## config.mk

```make
export PLATFORM = sky130hd
export DESIGN_NAME = adcc_ctrl
export DESIGN_NICKNAME = d
export VERILOG_FILES = /design/src/adcc_pkg.sv /design/src/adcc_ctrl.sv /design/src/adcc_timer.sv
export VERILOG_INCLUDE_DIRS = /design/src /design/src/src
export SDC_FILE = /design/constraint.sdc
export NUM_CORES = 1
export LEC_CHECK = 0
export ABC_AREA = 1
export BUFFER_PORTS_ARGS = -buffer_cell sky130_fd_sc_hd__buf_2
export CAP_MARGIN = 20
export CORE_UTILIZATION = 37
export DETAILED_ROUTE_END_ITERATION = 6
export HOLD_SLACK_MARGIN = 0.03
export SLEW_MARGIN = 10
export SYNTH_ARGS = -nofsm -noshare
export SYNTH_HDL_FRONTEND = slang
export SYNTH_SLANG_ARGS = --single-unit
```

## constraint.sdc

```tcl
create_clock -name core_clk_i -period 1.55 [get_ports core_clk_i]
set_clock_uncertainty 0.2 [all_clocks]
set_input_delay 0.0775 -clock core_clk_i [delete_from_list [all_inputs] [get_ports core_clk_i]]
set_output_delay 0.0775 -clock core_clk_i [all_outputs]
set_load 0.01 [all_outputs]
```

## src/adcc_regs.svh

```systemverilog
// Register indices, field positions, reset values and cycle counts
`ifndef ADCC_REGS_SVH
`define ADCC_REGS_SVH

// ----------------------------------------------------------------
// Register indices (byte address is four times the index)
// ----------------------------------------------------------------
`define ADCC_IDX_CTRL   12'hF70
`define ADCC_IDX_DMAB   12'hFBD
`define ADCC_IDX_RESH   12'hF71
`define ADCC_IDX_RESL   12'hF72
`define ADCC_IDX_STAT   12'hF73
`define ADCC_IDX_MASK   12'hF74

// ----------------------------------------------------------------
// Control word fields
// ----------------------------------------------------------------
`define ADCC_GO_BIT     7
`define ADCC_VREF_BIT   5
`define ADCC_CONTINUOUS_SELECT_BIT   4
`define ADCC_CTRL_RST   8'h00
`define ADCC_DMAB_RST   8'h00

// ----------------------------------------------------------------
// Timing in system clock cycles
// ----------------------------------------------------------------
`define ADCC_FIRST_CYC  5129
`define ADCC_PWRUP_CYC  40
`define ADCC_PERIOD_CYC 256

`endif

```

## src/adcc_pkg.sv

```systemverilog
// Types shared by the converter control block
package adcc_pkg;

    typedef enum logic [3:0] {
        ST_IDLE  = 4'b0001,
        ST_PWRUP = 4'b0010,
        ST_CONV  = 4'b0100,
        ST_CONTINUOUS_SELECT  = 4'b1000
    } adcc_state_t;

endpackage : adcc_pkg

```

## src/adcc_ctrl.sv

```systemverilog
// Converter control: control word, conversion sequencing, results, irq
`timescale 1ns/100ps
`default_nettype none
`include "adcc_regs.svh"

// Functional notes
// RULE1: Result address upper seven bits come from dma_result_base bits 7:1.
// RULE2: Lower five address bits are channel number then a zero.
// RULE3: Software writes zero to the reserved low bit of dma_result_base.
// RULE4: Software sets continuous, sets reference, then sets conversion_go.
// RULE5: First continuous result after 5129 cycles, plus 40 when powering up.
// RULE6: conversion_go clears at first result and stays clear afterward.
// RULE7: Only the first continuous result raises an interrupt request.
// RULE8: Later results every 256 cycles, split into high and low bytes.
// RULE9: Clearing continuous_select stops continuous conversion.
// RULE10: DMA controller may select channel and start conversion.
// RULE11: Control word layout go, reserved, vref, continuous_select, channel; reset zero.
// RULE12: conversion_go low means done; writing zero to it does nothing.
// RULE13: Reference enable bit drives the internal reference on or off.
// RULE14: Single mode converts once, clears go and raises one request.
// RULE15: Power-up delay only when converter was powered down at start.
module adcc_ctrl #(
    parameter int FIRST_CYC  = `ADCC_FIRST_CYC,
    parameter int PWRUP_CYC  = `ADCC_PWRUP_CYC,
    parameter int PERIOD_CYC = `ADCC_PERIOD_CYC,
    parameter int TW         = 13
)(
    input  wire logic        core_clk_i,
    input  wire logic        srst_i,
    input  wire logic [13:0] address_i,
    input  wire logic        read_i,
    input  wire logic        write_i,
    input  wire logic [3:0]  byteenable_i,
    input  wire logic [31:0] writedata_i,
    output var  logic [31:0] readdata_o,
    output var  logic        waitrequest_o,
    input  wire logic        dma_start_i,
    input  wire logic [3:0]  dma_chan_i,
    input  wire logic [9:0]  adc_data_i,
    output var  logic [3:0]  chan_o,
    output var  logic        vref_en_o,
    output var  logic        core_pwr_o,
    output var  logic        dma_wr_o,
    output var  logic [11:0] dma_addr_o,
    output var  logic [15:0] dma_data_o,
    output var  logic        irq_o
);
    import adcc_pkg::*;

    adcc_state_t   state;
    adcc_state_t   next_state;
    logic          go;
    logic          vref;
    logic          continuous_select_sel;
    logic [3:0]    chan;
    logic [7:0]    dma_base;
    logic [7:0]    res_hi;
    logic [7:0]    res_lo;
    logic          stat_done;
    logic          mask_done;
    logic [9:0]    d_s1;
    logic [9:0]    d_s2;
    logic          start_d;
    logic [11:0]   idx;
    logic          req;
    logic          wr;
    logic          wr_ctrl;
    logic          go_start;
    logic          t_load;
    logic [TW-1:0] t_val;
    logic          t_done;
    logic          conv_end;
    logic          first_end;
    logic [31:0]   rdata;

    if (FIRST_CYC + PWRUP_CYC >= 2 ** TW || PERIOD_CYC < 2) begin : g_chk
        $error("adcc_ctrl: timer width cannot hold the counts");
    end

    // ------------------------------------------------------------
    // Bus slave: one wait cycle, then the access completes
    // ------------------------------------------------------------
    assign idx = address_i[13:2];
    assign req = read_i | write_i;
    assign wr  = write_i & ~waitrequest_o & byteenable_i[0];
    assign wr_ctrl = wr && (idx == `ADCC_IDX_CTRL);

    always_ff @(posedge core_clk_i) begin
        if (srst_i) begin
            waitrequest_o <= 1'b1;
            readdata_o    <= 32'h0000_0000;
        end else if (req && waitrequest_o) begin
            waitrequest_o <= 1'b0;
            readdata_o    <= rdata;
        end else begin
            waitrequest_o <= 1'b1;
        end
    end

    // Unmapped indices read zero and ignore writes
    always_comb begin
        rdata = 32'h0000_0000;
        case (idx)
            `ADCC_IDX_CTRL: rdata[7:0] = {go, 1'b0, vref, continuous_select_sel, chan};
            `ADCC_IDX_DMAB: rdata[7:0] = dma_base;
            `ADCC_IDX_RESH: rdata[7:0] = res_hi;
            `ADCC_IDX_RESL: rdata[7:0] = res_lo;
            `ADCC_IDX_STAT: rdata[0]   = stat_done;
            `ADCC_IDX_MASK: rdata[0]   = mask_done;
            default:        rdata      = 32'h0000_0000;
        endcase
    end

    // ------------------------------------------------------------
    // Control word
    // ------------------------------------------------------------
    // Go is only honoured from idle; both sources share one path
    assign go_start = (state == ST_IDLE) &&
                      (dma_start_i ||
                       (wr_ctrl && writedata_i[`ADCC_GO_BIT])); // [RULE4]

    always_ff @(posedge core_clk_i) begin
        if (srst_i) begin
            {vref, continuous_select_sel, chan} <= 6'h00; // [RULE11]
        end else begin
            if (wr_ctrl) begin
                vref     <= writedata_i[`ADCC_VREF_BIT];
                continuous_select_sel <= writedata_i[`ADCC_CONTINUOUS_SELECT_BIT]; // [RULE9]
                chan     <= writedata_i[3:0];
            end
            if (dma_start_i && state == ST_IDLE) begin
                chan <= dma_chan_i; // [RULE10]
            end
        end
    end

    // Only hardware clears go; a written zero is dropped
    always_ff @(posedge core_clk_i) begin
        if (srst_i) begin
            go <= 1'b0;
        end else if (go_start) begin
            go <= 1'b1; // [RULE10]
        end else if (first_end) begin
            go <= 1'b0; // [RULE6] [RULE12] [RULE14]
        end
    end

    always_ff @(posedge core_clk_i) begin
        if (srst_i) begin
            dma_base <= `ADCC_DMAB_RST;
        end else if (wr && idx == `ADCC_IDX_DMAB) begin
            dma_base <= writedata_i[7:0];
        end
    end

    // ------------------------------------------------------------
    // Conversion sequencer
    // ------------------------------------------------------------
    always_comb begin
        next_state = state;
        t_load     = 1'b0;
        t_val      = '0;
        conv_end   = 1'b0;
        first_end  = 1'b0;
        case (state)
            ST_IDLE: begin
                if (go_start) begin
                    t_load = 1'b1;
                    if (core_pwr_o) begin
                        next_state = ST_CONV;
                        t_val = TW'(FIRST_CYC); // [RULE15]
                    end else begin
                        next_state = ST_PWRUP;
                        t_val = TW'(PWRUP_CYC); // [RULE15]
                    end
                end
            end
            ST_PWRUP: begin
                if (t_done) begin
                    next_state = ST_CONV;
                    t_load     = 1'b1;
                    t_val      = TW'(FIRST_CYC); // [RULE5]
                end
            end
            ST_CONV: begin
                if (t_done) begin
                    conv_end  = 1'b1;
                    first_end = 1'b1;
                    if (continuous_select_sel) begin
                        next_state = ST_CONTINUOUS_SELECT;
                        t_load     = 1'b1;
                        t_val      = TW'(PERIOD_CYC);
                    end else begin
                        next_state = ST_IDLE; // [RULE14]
                    end
                end
            end
            ST_CONTINUOUS_SELECT: begin
                if (!continuous_select_sel) begin
                    next_state = ST_IDLE; // [RULE9]
                    t_load     = 1'b1;
                end else if (t_done) begin
                    conv_end = 1'b1;
                    t_load   = 1'b1;
                    t_val    = TW'(PERIOD_CYC); // [RULE8]
                end
            end
            default: begin
                next_state = ST_IDLE;
            end
        endcase
    end

    always_ff @(posedge core_clk_i) begin
        if (srst_i) begin
            state <= ST_IDLE;
        end else begin
            state <= next_state;
        end
    end

    adcc_timer #(
        .W (TW)
    ) u_timer (
        .core_clk_i (core_clk_i),
        .srst_i     (srst_i),
        .load_i     (t_load),
        .val_i      (t_val),
        .done_o     (t_done)
    );

    // ------------------------------------------------------------
    // Analog side
    // ------------------------------------------------------------
    // Core holds its result steady between edges of conversion end
    always_ff @(posedge core_clk_i) begin
        if (srst_i) begin
            d_s1 <= 10'h000;
            d_s2 <= 10'h000;
        end else begin
            d_s1 <= adc_data_i;
            d_s2 <= d_s1;
        end
    end

    always_ff @(posedge core_clk_i) begin
        if (srst_i) begin
            vref_en_o  <= 1'b0;
            core_pwr_o <= 1'b0;
            start_d    <= 1'b0;
            chan_o     <= 4'h0;
        end else begin
            vref_en_o  <= vref; // [RULE13]
            core_pwr_o <= vref || (next_state != ST_IDLE);
            start_d    <= go_start;
            // Channel is frozen once a conversion is under way
            if (state == ST_IDLE || start_d) begin
                chan_o <= chan;
            end
        end
    end

    // ------------------------------------------------------------
    // Results and DMA placement
    // ------------------------------------------------------------
    always_ff @(posedge core_clk_i) begin
        if (srst_i) begin
            res_hi     <= 8'h00;
            res_lo     <= 8'h00;
            dma_wr_o   <= 1'b0;
            dma_addr_o <= 12'h000;
            dma_data_o <= 16'h0000;
        end else begin
            dma_wr_o <= conv_end;
            if (conv_end) begin
                res_hi     <= d_s2[9:2]; // [RULE8]
                res_lo     <= {d_s2[1:0], 6'h00}; // [RULE8]
                dma_data_o <= {d_s2, 6'h00};
                // Reserved low bit of the base never reaches the bus
                // [RULE1] [RULE2] [RULE3]
                dma_addr_o <= {dma_base[7:1], chan_o, 1'b0};
            end
        end
    end

    // ------------------------------------------------------------
    // Interrupt status, mask, output
    // ------------------------------------------------------------
    always_ff @(posedge core_clk_i) begin
        if (srst_i) begin
            stat_done <= 1'b0;
            mask_done <= 1'b0;
            irq_o     <= 1'b0;
        end else begin
            // Set beats a write-one clear in the same cycle
            if (first_end) begin
                stat_done <= 1'b1; // [RULE7] [RULE14]
            end else if (wr && idx == `ADCC_IDX_STAT && writedata_i[0]) begin
                stat_done <= 1'b0;
            end
            if (wr && idx == `ADCC_IDX_MASK) begin
                mask_done <= writedata_i[0];
            end
            irq_o <= stat_done & mask_done;
        end
    end

    // ------------------------------------------------------------
    // Checks
    // ------------------------------------------------------------
    logic [13:0] conv_cyc;
    logic [8:0]  upd_gap;
    logic        pwr_at_go;

    always_ff @(posedge core_clk_i) begin
        if (srst_i) begin
            conv_cyc  <= 14'h0000;
            upd_gap   <= 9'h000;
            pwr_at_go <= 1'b0;
        end else begin
            conv_cyc <= go_start ? 14'h0001 : conv_cyc + 14'h0001;
            upd_gap  <= conv_end ? 9'h001 : upd_gap + 9'h001;
            if (go_start) begin
                pwr_at_go <= core_pwr_o;
            end
        end
    end
endmodule : adcc_ctrl

`default_nettype wire

```

## src/adcc_timer.sv

```systemverilog
// Reloadable down counter that flags its last cycle
`timescale 1ns/100ps
`default_nettype none

module adcc_timer #(
    parameter int W = 13
)(
    input  wire logic         core_clk_i,
    input  wire logic         srst_i,
    input  wire logic         load_i,
    input  wire logic [W-1:0] val_i,
    output var  logic         done_o
);

    logic [W-1:0] cnt;

    if (W < 2) begin : g_chk
        $error("adcc_timer: W too small");
    end

    // ------------------------------------------------------------
    // Counter
    // ------------------------------------------------------------
    always_ff @(posedge core_clk_i) begin
        if (srst_i) begin
            cnt <= '0;
        end else if (load_i) begin
            cnt <= val_i;
        end else if (cnt != '0) begin
            cnt <= cnt - W'(1);
        end
    end

    // Last cycle of a load of N lands N edges after the load
    always_comb begin
        done_o = (cnt == W'(1));
    end

endmodule : adcc_timer

`default_nettype wire
```

# Word-level counts from Yosys, hierarchy flattened
# Cells that the tools add are included.
# Widths: inputs -> output; s select.
[op_classes] addsub=1 multipliers=0 div_mod_pow=0 magnitude_cmp=0 eq_ne=12 n_shift=0 muxes=35 n_bitwise=5 reduce_logical=17
[op_table] op="$eq 12x12->1 const B" count=6
[op_table] op="$mux 13" count=5
[op_table] op="$pmux 13 s4" count=1
[op_table] op="$mux 9" count=4
[op_table] op="$mux 4" count=7
[op_table] op="$pmux 7 s4" count=1
[op_table] op="$pmux 4 s4" count=1
[op_table] op="$eq 13x1->1 const B" count=1
[op_table] op="$reduce_bool 13->1" count=1
[op_table] op="$sub 13x1->13 const B" count=1
[op_table] op="$mux 1" count=12
[op_table] op="$logic_and 1x1->1" count=9
[op_table] op="$reduce_bool 2->1" count=4
[op_table] op="$pmux 1 s5" count=1
[op_table] op="$eq 4x1->1 const B" count=1
[op_table] op="$eq 4x2->1 const B" count=1
[op_table] op="$eq 4x3->1 const B" count=1
[op_table] op="$eq 4x4->1 const B" count=1
[op_table] op="$ne 4x1->1 const B" count=1
[op_table] op="$pmux 1 s4" count=1
[op_table] op="$and 1x1->1" count=3
[op_table] op="$logic_or 1x1->1" count=3
[op_table] op="$mux 3" count=1
[op_table] op="$pmux 1 s2" count=1
[op_table] op="other kinds (2)" count=2
[word_totals] register_bits=103 latch_bits=0 ram_bits=0 rom_bits=0 inputBits=69 word_cells=93 mem_count=0

# Depth between registers and ports, before layout
[logic_depth] word_depth=11 ltp_mapped=12 mapped_depth_nobuf=12

# Hierarchy
# From an unflattened synthesis, not the netlist that was laid out.
[unflattened] cells_unflattened=606 hier_area_um2=4384.2
[modules_own_cells] module="adcc_ctrl" instances=1 cells_per_inst=459 area_each_um2=3458.3
[modules_own_cells] module="adcc_timer" instances=1 cells_per_inst=147 area_each_um2=925.9

# Least setup slack after synthesis
# Ideal clock, no wire load.
[synth_timing] kind="register -> register" start="register u_timer.cnt[2]" end="register dma_addr_o[3]" arrival_time_ps=1405 path_slack_ps=-168 path_stages_with_launch=10 path_buffers=2 synth_period_minus_slack_ps=1718 cell_sequence="dfxtp_1 > nor2_4 > inv_2 > nor3_4 > and3_2 > o21ai_2 > buf_6 > buf_6 > o21ai_1 > nor2_1"
[synth_via] elab_chain_cells=4
[synth_lines] item="from (decl)" line_no="adcc_timer.sv:15" text="logic [W-1:0] cnt;"
[synth_lines] item="from (signal assigned)" line_no="adcc_timer.sv:28" text="cnt <= val_i;"
[synth_lines] item="from (signal assigned)" line_no="adcc_timer.sv:30" text="cnt <= cnt - W'(1);"
[synth_lines] item="$eq 13x1->1 *" line_no="adcc_timer.sv:36" text="done_o = (cnt == W'(1));"
[synth_lines] item="$mux 1 *" line_no="adcc_ctrl.sv:186, adcc_ctrl.sv:202"
[synth_lines] item="$mux 1" line_no="adcc_ctrl.sv:199" text="if (!continuous_select_sel) begin"
[synth_lines] item="$pmux 1 s2 *" line_no="adcc_ctrl.sv:165" text="case (state)"
[synth_lines] item="to (signal assigned)" line_no="adcc_ctrl.sv:281" text="dma_addr_o <= {dma_base[7:1], chan_o, 1'b0};"
[synth_lines] item="to (decl)" line_no="adcc_ctrl.sv:44" text="output var logic [11:0] dma_addr_o,"
# Mark *: on every way between the ends. The rest lies on a longest branch, timed or not.
# A chain may end at the register's enable or synchronous reset.

# Worst setup path after layout
[layout_timing] start="register state[0]" end="register u_timer.cnt[2]"
[layout_via] elab_chain_cells=5 elab_cells_between_ends=11 cone_classes="eq/ne (4); mux (5); reduce/logical (2)"
[layout_lines] item="from (decl)" line_no="adcc_ctrl.sv:50" text="adcc_state_t state;"
[layout_lines] item="from (signal assigned)" line_no="adcc_ctrl.sv:218" text="state <= next_state;"
[layout_lines] item="$eq 4x1->1" line_no="adcc_ctrl.sv:118, adcc_ctrl.sv:165"
[layout_lines] item="$logic_and 1x1->1" line_no="adcc_ctrl.sv:118" text="assign go_start = (state == ST_IDLE) &&"
[layout_lines] item="$mux 13 or $mux 1 (tied branches)" line_no="adcc_ctrl.sv:167" text="if (go_start) begin"
[layout_lines] item="$pmux 13 s4 or $pmux 1 s4 (tied branches)" line_no="adcc_ctrl.sv:165"
[layout_lines] item="$mux 13 or $reduce_bool 2->1 (tied branches)"
# Several ways; a longest one is shown, not always the timed one.

==> metrics.yaml <==
layout:
  n_antenna_cell: 0
  fin_nets: 829
  nFillCells: 910
  multi_input_area_um2: 2206
  instances_no_fill: 897
  layout-drive-gt1-share_pct: 41.92
  design_area_um2: 6317
  regArea_um2: 1879
  final_util_pct: 60.11
  area_growth_pct: 55.35
clock_network:
  cts-root-buf: "clkbuf_8"
  cts_tree: "yes"
  clk_pin_slew_ps: 100
  clock_latency_ps: 380
  cts_num_sinks: 93
  cts_buffer_depth: 2
  cts_made_buffers: 9
  htree_levels: 3
grt:
  grt_max_degree: 24
  grt_overflow: 0
  grt_pass1_wl_um: 18500
  grt_pass1_vias: 3962
  antenna_found_initial: 0
  grtUsageTotal_pct: 20.92
sta:
  final_hold_viol_count: 0
  post-route-period-util_pct: 116.0
  max_slew.worst_pin.slew_ps: 727.7
  slew_headroom_pct: 51.49
  setup_violations: 51
  setup_slack_ps: -248.4
  rsz0062_at_grt: "yes"
  fmax_mhz: 556.0
  tns_ps: -8622
  slew_viol_final: 0
  fin_hold_ws_ps: 39.29
  min_period_ps: 1798
synthesis:
  synthFlopType: "dfxtp_1"
  synth_area_um2: 4066
  synth_top_area_share_pct: 45.78
  synthCells: 549
  yosys.area.top_type: "dfxtp_1"
  synth_edf_count: 0
  synth-seq-area-share_pct: 45.78
  syn_area_per_cell_um2: 7.407
  yosys_register_bits: 93
  synth_cell_types: 38
  ys_async_sr_fraction_pct: 0
  ys_warn_count: 0
  synthTopCellsByArea: "dfxtp_1, nor2_1, nand2_1"
routing:
  wl_um: 12430
  drcViolationCount: 0
  vias: 4290
  vias_per_cell: 4.783
  drt_first_pass_iters: 5
  drtIter0Drc: 177
  ant_nets: 0
  wl_per_cell_um: 13.86
power_and_ir_drop:
  leakage_nw: 2.951
  ir_drop_uv: 718.1
  powerDensity_nw_per_um2: 1334
  finalPower_mw: 8.427
setup_path:
  start_kind: "register"
  cpPeakStageDelay_ps: 350
  slowest_stage: "dfxtp_2"
  worstSetupEndpointType: "register"
  crit_chain: "buf_4 > nor3_2 > nand4_1 > nand2_2 > nor2_4 > nand2_4 > nor2_2"
  critical-path-top-delay-family: "simple AND/OR/NAND/NOR gates"
  arrival_ps: 1860
  crit_buf_inv: 1
  cp.required_ps: 1610
  cp_max_fo: 6
  worstSetupPathType: "reg2reg"
placement:
  gp_congestion: 0.9179
  post_dp_cell_area_um2: 5011
  place_ws_ps: -234.3
  dp_cells: 815
  numPortBuffers: 77
  dp_hpwl_um: 7814
floorplanning:
  rows: 37
  die-area_um2: 11410
  dieHeight_um: 106.8
  core_um2: 10510
  die_w_um: 106.8
  ios: 138
  start_util_pct: 38.70
status:
  violations: "setup timing"
  status: "complete, but fails checks"
min_path:
  hp-class: "in2reg"
flow_run:
  maxCapViolCount: 0
-- state kept, by name, summed over array words and instances, names as in the netlist, 4 cells and up --
name	flops
dma_base	8
readdata_o	8
dma_addr_o	11
u_timer.cnt	13
chan_o	4
state	4
d_s2	10
res_hi	8
d_s1	10
chan	4
-- what timing repair did --
action	4_1_cts	5_1_grt
buffers inserted	14	6
resized for setup	78	93
cloned	0	2
setup endpoints to repair	51	60
pin swaps	24	35
endpoints found under the hold margin	60	3
hold buffers	43	3
-- synth_stat cells (8+ instances only) --
cell type	instances
nor2_1	102
dfxtp_1	93
nand2_1	79
inv_1	63
o21ai_0	34
a21oi_1	32
buf_4	32
nand3_1	22
o21ai_1	14
nand4_1	12
nor3_1	12
clkbuf_1	8
-- metal layers --
metal  up-vias  global-route usage [%]  routed length, µm
li1       2109                       -                  -
met1      2026                   26.29               5501
met2       132                   35.21               6005
met3        23                   3.769                634
met4         0                   8.611                288
met5         -                       0                  0
-- cell usage in the layout, fill, tap and decap left out, types with 14 or more instances in the layout --
cell type / count
nand2_1: 62
o21ai_0: 16
a21oi_1: 23
nor2_1: 66
dfxtp_1: 79
nand2_2: 14
dfxtp_2: 14
buf_2: 78
inv_1: 51
nor2_2: 24
nor2_4: 15
conb_1: 31
dlygate4sd3_1: 44
buf_4: 73
o21ai_2: 22
-- worst reg2reg max path, delay by kind of cell, from the launching register on --
family | cells | cell delay, ps
and+or+nand+nor | 6 | 1000
DFF | 1 | 350
buffers and inverters | 1 | 140
-- final cells by class --
class / instances / share of cell area [%]
tap: 136 / 2.694
timing repair buffer: 212 / 25.65
multi-input combinational: 375 / 34.92
clock buffer: 9 / 1.961
inverter: 66 / 4.001
clock inverter: 6 / 1.030
sequential: 93 / 29.75
-- power by group --
group          switching (mW)  internal [mW]
clock                   0.897          0.737
combinational            1.92           1.98
sequential              0.226           2.66
-- worst paths after layout --
path	slack, ps	end	cells past startpoint	from
hold reg to reg	200	d_s2[9]$_SDFF_PP0_	2	d_s1[9]$_SDFF_PP0_
setup reg to reg	-250	u_timer.cnt[2]$_SDFFE_PP0P_	7	state[0]$_SDFF_PP1_
setup / recovery	-250	u_timer.cnt[2]$_SDFFE_PP0P_	7	state[0]$_SDFF_PP1_
hold / removal	40	res_hi[3]$_SDFFE_PP0P_	5	srst_i
-- cell families (layout without fill, tap and decap cells) --
| logic type | Yosys count | count (layout) | synth area share (%) |
|---|---|---|---|
| compound gates | 92 | 92 | 12.03 |
| xor+xnor | 8 | 8 | 1.723 |
| flops | 93 | 93 | 45.78 |
| other cells | 1 | 31 | 0.09222 |
| fa+ha+maj | 3 | 3 | 0.9232 |
| simple gates | 241 | 241 | 25.66 |
| buf+inv | 111 | 293 | 13.78 |
(Power assumes the default switching activity.)
